--- config.mk ---
export PLATFORM = sky130hd
export DESIGN_NAME = sfr_register_map
export DESIGN_NICKNAME = d
export VERILOG_FILES = /design/src/sfr_pkg.sv /design/src/sfr_cfg_if.sv /design/src/sfr_register_map.sv /design/src/sfr_settings_store.sv /design/src/sfr_status_assembler.sv
export SDC_FILE = /design/constraint.sdc
export NUM_CORES = 2
export LEC_CHECK = 0
export BUFFER_PORTS_ARGS = -buffer_cell sky130_fd_sc_hd__buf_2
export CAP_MARGIN = 25
export CORE_AREA = 2 2 259 261
export DETAILED_ROUTE_END_ITERATION = 8
export DIE_AREA = 0 0 261 263
export GPL_TIMING_DRIVEN = 1
export HOLD_SLACK_MARGIN = 0.15
export PLACE_DENSITY = 0.82
export SYNTH_ARGS = -nofsm -noshare
export SYNTH_HDL_FRONTEND = slang
export SYNTH_SLANG_ARGS = --single-unit
--- constraint.sdc ---
create_clock -name core_clk_i -period 35.8 [get_ports core_clk_i]
set_clock_uncertainty 0.2 [all_clocks]
set_input_delay 7.16 -clock core_clk_i [delete_from_list [all_inputs] [get_ports core_clk_i]]
set_output_delay 7.16 -clock core_clk_i [all_outputs]
set_load 0.01 [all_outputs]
--- src/sfr_pkg.sv ---
package sfr_pkg;

  // widths of the service port
  localparam int INST_W = 16;
  localparam int DATA_W = 32;

  // instances that are not settings
  localparam logic [15:0] INST_QUES_RD = 16'h000B;
  localparam logic [15:0] INST_STATUS_RD = 16'h000D;
  localparam logic [15:0] INST_OUTPUT_WR = 16'h000F;
  localparam logic [15:0] INST_OUTPUT_RD = 16'h0010;
  localparam logic [15:0] INST_MEAS_CURR_RD = 16'h0101;
  localparam logic [15:0] INST_MEAS_VOLT_RD = 16'h0102;
  localparam logic [15:0] INST_MEAS_PWR_RD = 16'h0103;
  localparam logic [15:0] INST_RESTORE_WR = 16'h0701;
  localparam logic [15:0] INST_LOCK_RD = 16'h0702;
  localparam logic [15:0] INST_LOCK_WR = 16'h0703;

  // settings store: write instances, read instance is always write plus one
  localparam int NUM_SET = 16;
  localparam int SET_IDX_W = 4;
  localparam logic [15:0] INST_READBACK_STEP = 16'h0001;
  localparam logic [15:0] SET_WR_INST [NUM_SET] = '{
    16'h0201, 16'h0203, 16'h0205,             // current, voltage, power targets
    16'h0301, 16'h0303, 16'h0305, 16'h0307,   // high current/voltage/power, low voltage
    16'h0401, 16'h0403, 16'h0405,             // rising slews
    16'h0409, 16'h040B, 16'h040D,             // falling slews
    16'h0503,                                 // regulation_control_select
    16'h0706,                                 // sense_point_config
    16'h070A                                  // target_origin_select
  };
  localparam logic [31:0] SET_RESET_VAL = 32'h0000_0000;

  // reset values of the device's own control state
  localparam logic OUTPUT_RESET = 1'b0;
  localparam logic LOCK_RESET = 1'b0;

  // raw condition vector, in questionable order for bits 0..10
  localparam int COND_W = 14;
  localparam int C_VOLT_PROT = 0;
  localparam int C_CURR_TRIP = 1;
  localparam int C_VOLT_TRIP = 2;
  localparam int C_PWR_TRIP = 3;
  localparam int C_CURR_PROT = 4;
  localparam int C_TEMP_PROT = 5;
  localparam int C_SENSE_LOST = 6;
  localparam int C_REG_CURR = 7;
  localparam int C_REG_POWER = 10;
  localparam int C_INTERLOCK = 11;
  localparam int C_SUPPLY_LOST = 12;
  localparam int C_IO_FAULT = 13;

  // questionable register field positions
  localparam int Q_VOLT_PROT = 0;
  localparam int Q_CURR_TRIP = 1;
  localparam int Q_VOLT_TRIP = 2;
  localparam int Q_PWR_TRIP = 3;
  localparam int Q_CURR_PROT = 4;
  localparam int Q_TEMP_PROT = 5;
  localparam int Q_SENSE_LOST = 6;
  localparam int Q_REG_CURR = 7;
  localparam int Q_REG_POWER = 10;
  localparam int Q_ANY_SOFT = 11;
  localparam int Q_ANY_HARD = 12;
  localparam int Q_INTERLOCK = 13;
  localparam int Q_SUPPLY_LOST = 14;
  localparam int Q_IO_FAULT = 15;

  // status word 0 field positions owned by the device itself
  localparam int W0_STANDBY = 0;
  localparam int W0_LIVE = 1;
  localparam int W0_CURR_TRIP = 4;
  localparam int W0_VOLT_TRIP = 5;
  localparam int W0_PWR_TRIP = 6;
  localparam int W0_INTERLOCK = 20;
  // bits 2, 3, 21 and 31 are unused and read as zero
  localparam logic [31:0] W0_USED_MASK = 32'h7FDF_FFF3;

endpackage

--- src/sfr_cfg_if.sv ---
`timescale 1ns/1ps
// path between the service decoder and the settings store
interface sfr_cfg_if;
  logic wr_en;
  logic [sfr_pkg::SET_IDX_W-1:0] wr_idx;
  logic [sfr_pkg::DATA_W-1:0] wr_data;
  logic restore;
  logic [sfr_pkg::SET_IDX_W-1:0] rd_idx;
  logic [sfr_pkg::DATA_W-1:0] rd_data;

  modport ctrl (output wr_en, output wr_idx, output wr_data, output restore,
                output rd_idx, input rd_data);
  modport store (input wr_en, input wr_idx, input wr_data, input restore,
                 input rd_idx, output rd_data);
endinterface

--- src/sfr_register_map.sv ---
`timescale 1ns/1ps
module sfr_register_map (
  input wire logic core_clk_i,
  input wire logic reset_i,
  // service request, same clock domain as the core
  input wire logic req_valid_i,
  input wire logic req_set_i,
  input wire logic [sfr_pkg::INST_W-1:0] req_instance_i,
  input wire logic [sfr_pkg::DATA_W-1:0] req_data_i,
  // service answer
  output logic resp_valid_o,
  output logic resp_error_o,
  output logic [sfr_pkg::DATA_W-1:0] resp_data_o,
  output logic [sfr_pkg::DATA_W-1:0] resp_data_hi_o,
  // measurements from same-clock conversion logic
  input wire logic [sfr_pkg::DATA_W-1:0] read_measured_current_i,
  input wire logic [sfr_pkg::DATA_W-1:0] read_measured_voltage_i,
  input wire logic [sfr_pkg::DATA_W-1:0] read_measured_power_i,
  // live conditions from the power stage pins
  input wire logic volt_protect_fault_i,
  input wire logic curr_trip_fault_i,
  input wire logic volt_trip_fault_i,
  input wire logic power_trip_fault_i,
  input wire logic curr_protect_fault_i,
  input wire logic temp_protect_fault_i,
  input wire logic sense_lost_fault_i,
  input wire logic regulating_current_i,
  input wire logic regulating_voltage_i,
  input wire logic regulating_resistance_i,
  input wire logic regulating_power_i,
  input wire logic interlock_open_flag_i,
  input wire logic input_supply_lost_i,
  input wire logic io_input_fault_i,
  input wire logic [31:0] op_status_i,
  input wire logic [31:0] op_status_word1_i,
  // control outputs toward the power stage
  output logic output_enable_o,
  output logic config_locked_o,
  output logic restore_defaults_o,
  output logic target_update_o,
  output logic [sfr_pkg::SET_IDX_W-1:0] target_index_o,
  output logic [sfr_pkg::DATA_W-1:0] target_data_o
);

  // carrier toward the settings store
  sfr_cfg_if cfg ();

  // live status words
  logic [31:0] ques_w;
  logic [31:0] word0_w;
  logic [31:0] word1_w;

  // device control state
  logic output_on_r;
  logic lock_r;

  // stage between request and answer
  logic pend_r;
  logic pend_err_r;
  logic pend_from_mem_r;
  logic [sfr_pkg::DATA_W-1:0] pend_data_r;
  logic [sfr_pkg::DATA_W-1:0] pend_hi_r;

  // registered answer and control outputs
  logic resp_valid_r;
  logic resp_error_r;
  logic [sfr_pkg::DATA_W-1:0] resp_data_r;
  logic [sfr_pkg::DATA_W-1:0] resp_hi_r;
  logic restore_r;
  logic upd_r;
  logic [sfr_pkg::SET_IDX_W-1:0] upd_idx_r;
  logic [sfr_pkg::DATA_W-1:0] upd_data_r;

  // condition pins gathered in questionable order
  // order matters: index n here is questionable bit n for bits 0..10
  wire logic [sfr_pkg::COND_W-1:0] cond_raw = {
    io_input_fault_i, input_supply_lost_i, interlock_open_flag_i,
    regulating_power_i, regulating_resistance_i, regulating_voltage_i,
    regulating_current_i, sense_lost_fault_i, temp_protect_fault_i,
    curr_protect_fault_i, power_trip_fault_i, volt_trip_fault_i,
    curr_trip_fault_i, volt_protect_fault_i
  };

  sfr_status_assembler u_status (
    .core_clk_i(core_clk_i),
    .reset_i(reset_i),
    .cond_i(cond_raw),
    .op_status_i(op_status_i),
    .op_status_word1_i(op_status_word1_i),
    .output_on_i(output_on_r),
    .ques_o(ques_w),
    .word0_o(word0_w),
    .word1_o(word1_w)
  );

  // settings held in their own store with a registered read
  sfr_settings_store u_store (
    .core_clk_i(core_clk_i),
    .reset_i(reset_i),
    .cfg(cfg)
  );

  // request qualifiers
  wire logic is_get = req_valid_i & ~req_set_i;
  wire logic is_set = req_valid_i & req_set_i;

  // per-setting instance match, write side and read-back side
  logic [sfr_pkg::NUM_SET-1:0] set_hit;
  logic [sfr_pkg::NUM_SET-1:0] get_hit;
  genvar gi;
  generate
    for (gi = 0; gi < sfr_pkg::NUM_SET; gi++) begin : g_match
      assign set_hit[gi] = (req_instance_i == sfr_pkg::SET_WR_INST[gi]);
      assign get_hit[gi] = (req_instance_i ==
                            sfr_pkg::SET_WR_INST[gi] + sfr_pkg::INST_READBACK_STEP);
    end
  endgenerate

  // encode the matching entry; at most one can match
  logic [sfr_pkg::SET_IDX_W-1:0] set_idx;
  logic [sfr_pkg::SET_IDX_W-1:0] get_idx;
  always_comb begin
    set_idx = '0;
    get_idx = '0;
    for (int i = 0; i < sfr_pkg::NUM_SET; i++) begin
      if (set_hit[i]) begin
        set_idx = i[sfr_pkg::SET_IDX_W-1:0];
      end
      if (get_hit[i]) begin
        get_idx = i[sfr_pkg::SET_IDX_W-1:0];
      end
    end
  end

  // fixed instance decode
  wire logic hit_ques = (req_instance_i == sfr_pkg::INST_QUES_RD);
  wire logic hit_status = (req_instance_i == sfr_pkg::INST_STATUS_RD);
  wire logic hit_out_wr = (req_instance_i == sfr_pkg::INST_OUTPUT_WR);
  wire logic hit_out_rd = (req_instance_i == sfr_pkg::INST_OUTPUT_RD);
  wire logic hit_meas_i = (req_instance_i == sfr_pkg::INST_MEAS_CURR_RD);
  wire logic hit_meas_v = (req_instance_i == sfr_pkg::INST_MEAS_VOLT_RD);
  wire logic hit_meas_p = (req_instance_i == sfr_pkg::INST_MEAS_PWR_RD);
  wire logic hit_restore = (req_instance_i == sfr_pkg::INST_RESTORE_WR);
  wire logic hit_lock_rd = (req_instance_i == sfr_pkg::INST_LOCK_RD);
  wire logic hit_lock_wr = (req_instance_i == sfr_pkg::INST_LOCK_WR);

  // lock blocks settings writes and the factory restore
  wire logic set_write = is_set & (|set_hit) & ~lock_r;
  wire logic restore_go = is_set & hit_restore & ~lock_r;
  wire logic out_write = is_set & hit_out_wr;
  wire logic lock_write = is_set & hit_lock_wr;

  wire logic get_ok = |get_hit | hit_ques | hit_status | hit_out_rd
                    | hit_meas_i | hit_meas_v | hit_meas_p | hit_lock_rd;
  wire logic set_ok = set_write | restore_go | out_write | lock_write;

  // anything else is an error and changes nothing
  // a refused request still answers, so the originator never waits on it
  wire logic req_err = req_valid_i & (req_set_i ? ~set_ok : ~(is_get & get_ok));

  // direct answer word for instances not served by the store
  logic [sfr_pkg::DATA_W-1:0] direct_data;
  always_comb begin
    direct_data = 32'h0000_0000;
    if (hit_ques) begin
      direct_data = ques_w;
    // word 0 first, word 1 on the high lane
    end else if (hit_status) begin
      direct_data = word0_w;
    end else if (hit_out_rd) begin
      direct_data = {31'h0000_0000, output_on_r};
    end else if (hit_meas_i) begin
      direct_data = read_measured_current_i;
    end else if (hit_meas_v) begin
      direct_data = read_measured_voltage_i;
    end else if (hit_meas_p) begin
      direct_data = read_measured_power_i;
    end else if (hit_lock_rd) begin
      direct_data = {31'h0000_0000, lock_r};
    end
  end

  // store port driven straight from the decode
  assign cfg.wr_en = set_write;
  assign cfg.wr_idx = set_idx;
  assign cfg.wr_data = req_data_i;
  assign cfg.restore = restore_go;
  assign cfg.rd_idx = get_idx;

  // output control; a hard fault forces standby over a write
  // a cleared fault does not turn the output back on; a new write is needed
  wire logic hard_fault = ques_w[sfr_pkg::Q_ANY_HARD];
  always_ff @(posedge core_clk_i or posedge reset_i) begin
    if (reset_i) begin
      output_on_r <= sfr_pkg::OUTPUT_RESET;
    end else if (hard_fault) begin
      output_on_r <= 1'b0;
    end else if (out_write) begin
      output_on_r <= req_data_i[0];
    end
  end

  // lock bit itself is always writable
  always_ff @(posedge core_clk_i or posedge reset_i) begin
    if (reset_i) begin
      lock_r <= sfr_pkg::LOCK_RESET;
    end else if (lock_write) begin
      lock_r <= req_data_i[0];
    end
  end

  // first stage: wait for the store's registered read
  // direct words are captured here so both sources line up in the answer
  always_ff @(posedge core_clk_i or posedge reset_i) begin
    if (reset_i) begin
      pend_r <= 1'b0;
      pend_err_r <= 1'b0;
      pend_from_mem_r <= 1'b0;
      pend_data_r <= '0;
      pend_hi_r <= '0;
    end else begin
      pend_r <= req_valid_i;
      pend_err_r <= req_err;
      pend_from_mem_r <= is_get & (|get_hit);
      pend_data_r <= (is_get & ~req_err) ? direct_data : '0;
      pend_hi_r <= (is_get & hit_status) ? word1_w : '0;
    end
  end

  // second stage: the answer, one cycle wide
  always_ff @(posedge core_clk_i or posedge reset_i) begin
    if (reset_i) begin
      resp_valid_r <= 1'b0;
      resp_error_r <= 1'b0;
      resp_data_r <= '0;
      resp_hi_r <= '0;
    end else begin
      resp_valid_r <= pend_r;
      resp_error_r <= pend_r & pend_err_r;
      resp_data_r <= pend_from_mem_r ? cfg.rd_data : pend_data_r;
      resp_hi_r <= pend_hi_r;
    end
  end

  // notify the power stage of accepted changes, one cycle pulses
  always_ff @(posedge core_clk_i or posedge reset_i) begin
    if (reset_i) begin
      restore_r <= 1'b0;
      upd_r <= 1'b0;
      upd_idx_r <= '0;
      upd_data_r <= '0;
    end else begin
      restore_r <= restore_go;
      upd_r <= set_write;
      upd_idx_r <= set_write ? set_idx : upd_idx_r;
      upd_data_r <= set_write ? req_data_i : upd_data_r;
    end
  end

  assign resp_valid_o = resp_valid_r;
  assign resp_error_o = resp_error_r;
  assign resp_data_o = resp_data_r;
  assign resp_data_hi_o = resp_hi_r;
  assign output_enable_o = output_on_r;
  assign config_locked_o = lock_r;
  assign restore_defaults_o = restore_r;
  assign target_update_o = upd_r;
  assign target_index_o = upd_idx_r;
  assign target_data_o = upd_data_r;

endmodule

--- src/sfr_settings_store.sv ---
`timescale 1ns/1ps
module sfr_settings_store (
  input wire logic core_clk_i,
  input wire logic reset_i,
  sfr_cfg_if.store cfg
);

  // one word per setting, all held in flops
  logic [sfr_pkg::DATA_W-1:0] entry_r [sfr_pkg::NUM_SET];
  // registered read word
  logic [sfr_pkg::DATA_W-1:0] rd_data_r;

  genvar gi;
  generate
    for (gi = 0; gi < sfr_pkg::NUM_SET; gi++) begin : g_entry
      // per-entry write enable from the index decode
      wire logic hit = cfg.wr_en && (cfg.wr_idx == sfr_pkg::SET_IDX_W'(gi));
      // restore outranks a write landing in the same cycle
      always_ff @(posedge core_clk_i or posedge reset_i) begin
        if (reset_i) begin
          entry_r[gi] <= sfr_pkg::SET_RESET_VAL;
        end else if (cfg.restore) begin
          entry_r[gi] <= sfr_pkg::SET_RESET_VAL;
        end else if (hit) begin
          entry_r[gi] <= cfg.wr_data;
        end
      end
    end
  endgenerate

  // read port: old data on a same-cycle write, data appears one edge later
  always_ff @(posedge core_clk_i or posedge reset_i) begin
    if (reset_i) begin
      rd_data_r <= sfr_pkg::SET_RESET_VAL;
    end else begin
      rd_data_r <= entry_r[cfg.rd_idx];
    end
  end

  assign cfg.rd_data = rd_data_r;

endmodule

--- src/sfr_status_assembler.sv ---
`timescale 1ns/1ps
module sfr_status_assembler (
  input wire logic core_clk_i,
  input wire logic reset_i,
  input wire logic [sfr_pkg::COND_W-1:0] cond_i,
  input wire logic [31:0] op_status_i,
  input wire logic [31:0] op_status_word1_i,
  input wire logic output_on_i,
  output logic [31:0] ques_o,
  output logic [31:0] word0_o,
  output logic [31:0] word1_o
);

  localparam int SYNC_W = sfr_pkg::COND_W + 64;

  // two-stage synchroniser; stage one is read only by stage two
  logic [SYNC_W-1:0] sync1_r;
  logic [SYNC_W-1:0] sync2_r;
  logic [31:0] ques_r;
  logic [31:0] word0_r;
  logic [31:0] word1_r;

  always_ff @(posedge core_clk_i or posedge reset_i) begin
    if (reset_i) begin
      sync1_r <= '0;
      sync2_r <= '0;
    end else begin
      sync1_r <= {op_status_word1_i, op_status_i, cond_i};
      sync2_r <= sync1_r;
    end
  end

  // settled copies of the pins
  wire logic [sfr_pkg::COND_W-1:0] cond = sync2_r[sfr_pkg::COND_W-1:0];
  wire logic [31:0] op = sync2_r[sfr_pkg::COND_W +: 32];
  wire logic [31:0] w1 = sync2_r[sfr_pkg::COND_W+32 +: 32];

  // soft faults are the three trips
  wire logic any_soft_fault = cond[sfr_pkg::C_CURR_TRIP] | cond[sfr_pkg::C_VOLT_TRIP]
                            | cond[sfr_pkg::C_PWR_TRIP];
  // hard faults are the four protections
  wire logic any_hard_fault = cond[sfr_pkg::C_VOLT_PROT] | cond[sfr_pkg::C_CURR_PROT]
                            | cond[sfr_pkg::C_TEMP_PROT] | cond[sfr_pkg::C_SENSE_LOST];

  // questionable word; bits 16..31 are unused and stay zero
  logic [31:0] ques_nxt;
  always_comb begin
    ques_nxt = 32'h0000_0000;
    ques_nxt[sfr_pkg::Q_REG_POWER:sfr_pkg::Q_VOLT_PROT] =
      cond[sfr_pkg::C_REG_POWER:sfr_pkg::C_VOLT_PROT];
    ques_nxt[sfr_pkg::Q_ANY_SOFT] = any_soft_fault;
    ques_nxt[sfr_pkg::Q_ANY_HARD] = any_hard_fault;
    ques_nxt[sfr_pkg::Q_INTERLOCK] = cond[sfr_pkg::C_INTERLOCK];
    ques_nxt[sfr_pkg::Q_SUPPLY_LOST] = cond[sfr_pkg::C_SUPPLY_LOST];
    ques_nxt[sfr_pkg::Q_IO_FAULT] = cond[sfr_pkg::C_IO_FAULT];
  end

  // word 0: device-owned bits override the raw pin vector
  logic [31:0] word0_nxt;
  always_comb begin
    word0_nxt = op & sfr_pkg::W0_USED_MASK;
    word0_nxt[sfr_pkg::W0_STANDBY] = ~output_on_i;
    word0_nxt[sfr_pkg::W0_LIVE] = output_on_i;
    word0_nxt[sfr_pkg::W0_CURR_TRIP] = cond[sfr_pkg::C_CURR_TRIP];
    word0_nxt[sfr_pkg::W0_VOLT_TRIP] = cond[sfr_pkg::C_VOLT_TRIP];
    word0_nxt[sfr_pkg::W0_PWR_TRIP] = cond[sfr_pkg::C_PWR_TRIP];
    word0_nxt[sfr_pkg::W0_INTERLOCK] = cond[sfr_pkg::C_INTERLOCK];
  end

  // live registers, refreshed every cycle, never cleared by a read
  always_ff @(posedge core_clk_i or posedge reset_i) begin
    if (reset_i) begin
      ques_r <= 32'h0000_0000;
      word0_r <= 32'h0000_0000;
      word1_r <= 32'h0000_0000;
    end else begin
      ques_r <= ques_nxt;
      word0_r <= word0_nxt;
      word1_r <= w1;
    end
  end

  assign ques_o = ques_r;
  assign word0_o = word0_r;
  assign word1_o = word1_r;

endmodule

Word level (Yosys, flattened, before mapping) --
Index checks and enable logic that the tools add are counted.
Word-level totals: output and inout port bits 106, flip-flop bits (word level) 949, word-level logic and storage cells 245, input bits 226
Cells by class: equal/unequal tests 57, bitwise logic cells 36, $lt $le $gt $ge 1, mux-type cells 78, reduce and logical (&&, ||, !) cells 36
Operators with widths (count):
- $mux W32 | 43
- $eq A16 B11 Y1 const B | 21
- $eq A16 B10 Y1 const B | 14
- $bmux W32 S4 | 1
- $mux W4 | 28
- $eq A16 B4 Y1 const B | 3
- $eq A16 B9 Y1 const B | 3
- $reduce_bool A2 Y1 | 17
- $eq A4 B4 Y1 const B | 8
- $reduce_or A16 Y1 | 2
- $eq A16 B5 Y1 const B | 1
- $eq A4 B3 Y1 const B | 4
- $logic_and A1 B1 Y1 | 16
- $or A1 B1 Y1 | 15
- $and A1 B1 Y1 | 14
- $eq A4 B2 Y1 const B | 2
- $mux W1 | 6
- $not A1 Y1 | 6
- $ge A5 B5 Y1 const B | 1
- $not A4 Y5 | 1
- $eq A4 B1 Y1 const B | 1
- $logic_not A4 Y1 | 1

Longest topological paths before layout --
word-level depth 20, mapped depth 13, depth with buffers taken out 8

Hierarchy --
A second synthesis with hierarchy kept.
Unflattened totals: cell total of the unflattened synthesis 3606, area, all modules 39575.5 µm²
Modules (own cells, without submodules):
- sfr_settings_store | area an instance 26486.7 µm², cells an instance 2713, times used 1, sequential area each 13613.1 µm²
- sfr_register_map | area an instance 7678.6 µm², cells an instance 656, times used 1, sequential area each 4329.2 µm²
- sfr_status_assembler | area an instance 5410.2 µm², cells an instance 237, times used 1, sequential area each 5205.0 µm²

Worst setup path after synthesis --
OpenSTA, ideal clock, no wires.
path kind in2reg, start input port req_instance_i[5] (netlist bit), end register u_store.rd_data_r (netlist bit u_store.cfg.rd_data[10]), data required time 35.462 ns, path slack 25.797 ns, path buffers 3, arrival 9.665 ns, setup time 0.138 ns, stages on the path 10, path through or4_1 -> buf_2 -> or4_1 -> nor2_1 -> or4_1 -> buf_4 -> buf_6 -> mux4_2 -> mux2i_1 -> o22ai_1
On the way: longest elaborated chain between the ends 20, elaborated cells between the ends (all ways) 34, those cells by class eq/ne (15); mux (18); bitwise (1)
Ends and longest elaborated chain:
- from (decl) | RTL line sfr_register_map.sv:8 | input wire logic [sfr_pkg::INST_W-1:0] req_instance_i,
- $eq A16 B10 Y1 | RTL line sfr_register_map.sv:114 | assign get_hit[gi] = (req_instance_i ==
- $mux W1 | RTL line sfr_register_map.sv:129 | if (get_hit[i]) begin
- $mux W4 (13 in series) | RTL line sfr_register_map.sv:129
- $mux W4 (*) | RTL line sfr_register_map.sv:129
- $not A4 Y5 (not written as such) (*) | RTL line sfr_settings_store.sv:36 | rd_data_r <= entry_r[cfg.rd_idx];
- $bmux W32 S4 (*) | RTL line sfr_settings_store.sv:36
- $mux W32 (not written as such) (*) (2 in series) | RTL line sfr_settings_store.sv:36
- to (signal assigned) | RTL line sfr_settings_store.sv:34 | rd_data_r <= sfr_pkg::SET_RESET_VAL;
- to (signal assigned) | RTL line sfr_settings_store.sv:36
- to (decl) | RTL line sfr_settings_store.sv:11 | logic [sfr_pkg::DATA_W-1:0] rd_data_r;
Every way passes the cells marked *; elsewhere a longest branch is shown, timed or not. The select of a mux whose other input is x is not followed. A chain may end at the register's enable or synchronous reset.

Final worst setup path --
start input port req_instance_i[5] (netlist bit), end register u_store.rd_data_r (netlist bit u_store.cfg.rd_data[21])
The elaborated chain is that of the path after synthesis.

==> impl_results.md <==
- Clk_lat worst skew: 0.67 ns
- Post-synthesis mux area share: 20.0%
- Post-Route WL: 101000 um
- Async S/R FF share, synth: 100%
- Clock slew seen by the registers of the worst setup and hold paths: 0.07 ns
- Core region area: 65600 sq um
- CP required: 36.02 ns
- Hold Startpoint: pend_hi_r[7]$_DFF_PP0_
- Placer Congestion: 0.891
- Worst-Margin Slew: 1.19 ns
- RSZ-0062 raised after global routing: false
- Critical Path AT: 11.44 ns
- Worst reg2reg setup slack: 31.79 ns
- Die height: 263 um
- Worst path cell trace: buf_2, or4_1, nor4_1, a21oi_1, nand3b_1, buf_4, buf_4, mux4_2, mux2i_1, o22ai_1
- Pre-antenna DRT Iters: 9
- Adder-Cell Fraction of Synth Area: 0%
- Initial antenna violation count: 8
- Sequential share of the synthesized area: 60.0%
- I/O Buffers: 321
- Finish-stage setup viols: 0
- Synth Area in Compound Gates: 4.73%
- Grt ovf: 0
- Average cell area after synthesis: 12.3 sq um
- Worst hold path type: reg2reg
- Fin. Hold Viols: 0
- Final net count: 3566
- Hold endpoint: resp_data_hi_o[7]$_DFF_PP0_
- Worst R2R Start: config_locked_o$_DFFE_PP0P_
- FMAX: 89.1 MHz
- Cells after DPL: 4088
- Die X: 261 um
- Cell count after synthesis: 3137
- Post-synthesis simple-gate area fraction: 11.5%
- First-pass GRT wire length: 156000 um
- Static leakage: 21.8 nW
- Via density: 6.07
- Post-route DRC violation count: 0
- Post-CTS resize count: 0
- Post-synth top cells: dfrtp_1 (925), nor2_1 (505), mux2i_1 (487)
- Final period utilization: 31.3%
- Post-synth EDFFs: 0
- Final Cell Area: 43900 sq um
- Final core occ: 67.0%
- Worst Setup Start Kind: input pin
- Initial Util: 58.7%
- Placed instance area: 40400 sq um
- Setup TNS Final: 0 ns
- Root Driver: clkbuf_16
- Post-Layout Cell Count: 4280
- Pwr Density: 48.6 nW/um^2
- Largest family of logic cells by synthesized area: multiplexers
- Largest net degree at the start of global routing: 231
- Worst setup EP type: flop
- Die ar.: 68600 sq um
- Syn_nets: 3363
- Synthesized cell area: 38600 sq um
- FF+latch count, synth: 925
- Fill cell count: 4576
- Synth warn: 0
- Main synth FF type: dfrtp_1
- H-tree depth: 3
- Cell depth of the worst flop-to-flop path: 8
- Layout Area Growth over Synthesis: 14.0%
- Count leader, synth: dfrtp_1
- Share of cells above drive strength 1: 21.2%
- Clk sinks: 925
- Post-synth top area share: 60.0%
- # rows: 94
- Post-detail-place hpwl: 55400 um
- Max-cap violation count: 0
- Slew Limit Fails: 0
- Distinct cells, synth: 71
- Worst-case clock buffer depth: 3
- Min Tclk post-route: 11.22 ns
- Crit-path slowest cell: buf_4
- Slew headroom: 20.6%
- CTS tree: done
- WS Path Type: in2reg
- Avg WL per Cell: 23.7 um
- Synth Area in XOR/XNOR: 0.114%
- Total CTS buffers: 91
- Worst reg2reg endpoint: u_store.entry_r[362]$_DFFE_PP0P_
- Peak VDD IR: 31.8 uV
- Hold Path Stages: 0
- Post-CTS Setup Bufs: 0
- Num ports: 332
- Number of global-route vias before repair: 26600
- Top area cells in the synthesized netlist: dfrtp_1 (60%), mux2i_1 (13%), mux4_2 (5.4%), nor2_1 (4.9%), nand2_1 (2.4%)
- Max FO, Critical Path: 47
- CP most frequent cell: buf_4
- Via count: 26000
- Outcome: complete, no violations
- Yosys top cell by area: dfrtp_1
- CP max stage delay: 0.80 ns
- Post-DRT Antenna Nets: 0
- All-layer global routing usage: 29.7%
- Initial DRC Count: 3078
==> metrics by stage <==
step                      worst slack [ns]  hold WS, ns  power, mW
after CTS                            24.71        0.150       2.15
after global placement               23.76        0.131       1.13
final                                24.58        0.146       2.13
after detailed placement             24.03        0.135       1.14
after global routing                 24.12        0.154       2.20
after floorplan                       2.43        0.131       1.11
==> state kept, by name, indices dropped and copies added, names as in the netlist, 4 cells and up <==
register and flops:
u_status.word1_o 32, u_status.sync2_r 68, resp_data_o 32, resp_data_hi_o 32, u_status.sync1_r 68, u_store.cfg.rd_data 32
target_data_o 32, u_status.ques_o 16, u_status.word0_o 24, pend_hi_r 32, target_index_o 4, pend_data_r 32
u_store.entry_r 512
==> worst max-delay path by stage <==
stage	start	end	slack, ns	cells after the start
CTS	req_instance_i[5]	u_store.cfg.rd_data[21]$_DFF_PP0_	24.71	10
detailed placement	req_instance_i[5]	u_store.cfg.rd_data[10]$_DFF_PP0_	24.03	10
floorplan	reset_i	config_locked_o$_DFFE_PP0P_	2.43	1
global route	reset_i	u_status.word0_o[24]$_DFF_PP0_	24.12	6
global placement	req_instance_i[13]	u_store.entry_r[12]$_DFFE_PP0P_	23.76	8
finish	req_instance_i[5]	u_store.cfg.rd_data[21]$_DFF_PP0_	24.58	10
==> placed cells by master (no fill, tap or decap), drive strengths merged, types with 10 or more instances in the layout <==
| master | netlist | layout |
|---|---|---|
| dfrtp | 925 | 925 |
| nor2 | 506 | 506 |
| mux2i | 487 | 487 |
| buf | 133 | 369 |
| nand2 | 250 | 250 |
| clkbuf | 147 | 129 |
| nand3 | 94 | 94 |
| mux4 | 93 | 93 |
| o21ai | 76 | 76 |
| mux2 | 65 | 65 |
| a22oi | 46 | 46 |
| and2 | 39 | 39 |
| a21oi | 37 | 37 |
| o22ai | 37 | 37 |
| o211ai | 31 | 31 |
| nor3 | 24 | 24 |
| clkinv | 0 | 22 |
| dlygate4sd3 | 0 | 21 |
| a222oi | 15 | 15 |
| nor4 | 12 | 12 |
| nand2b | 10 | 10 |
| bufinv | 0 | 10 |
| inv | 9 | 10 |
==> final cells by class <==
| type | instances | area, sq um | share of cell area (%) |
|---|---|---|---|
| Sequential cell | 925 | 23100 | 52.7 |
| Multi-Input combinational cell | 1923 | 14100 | 32.1 |
| Clock buffer | 129 | 2620 | 5.96 |
| Timing Repair Buffer | 390 | 2310 | 5.25 |
| Tap cell | 864 | 1080 | 2.46 |
| Clock inverter | 37 | 632 | 1.44 |
| Inverter | 9 | 41.3 | 0.0940 |
| Antenna cell | 3 | 7.51 | 0.0171 |
==> critical path: cells and delay by family <==
kind | cells | cell delay (ns)
AND/OR/NAND/NOR | 3 | 1.42
multiplexers | 2 | 0.66
buffers and inverters | 3 | 1.67
AO/OA/AOI/OAI | 2 | 0.48
==> what timing repair did <==
item                                    in CTS  in global routing
endpoints found under the setup margin       0                  0
hold endpoints to repair                    20                  1
hold buffers                                20                  1
==> where the power goes <==
| part | internal (mW) | switching, mW | total [mW] |
|---|---|---|---|
| Combinational | 0.0152 | 0.0417 | 0.0569 |
| Clock | 0.590 | 0.425 | 1.02 |
| Sequential | 1.06 | 0.00429 | 1.06 |
| Total | 1.66 | 0.471 | 2.13 |
==> layer usage <==
metal | part of all wire [%] | up-vias | GRT usage, %
met4 | 3.0 | 2 | 10.4
li1 | - | 11200 | -
met1 | 40 | 13300 | 40.2
met5 | 0.013 | - | 0
met2 | 49 | 1244 | 48.0
met3 | 8.8 | 201 | 6.09
==> cell families (layout without fill, tap and decap cells) <==
| kind of cell | count (synthesis) | after routing |
|---|---|---|
| buffers and inverters | 289 | 565 |
| other | 0 | 3 |
| muxes | 645 | 645 |
| DFF | 925 | 925 |
| xor gates and xnor gates | 5 | 5 |
| AOI/OAI and AO/OA | 272 | 272 |
| and+or+nand+nor | 1001 | 1001 |
Power figures use the tool's default switching activity.
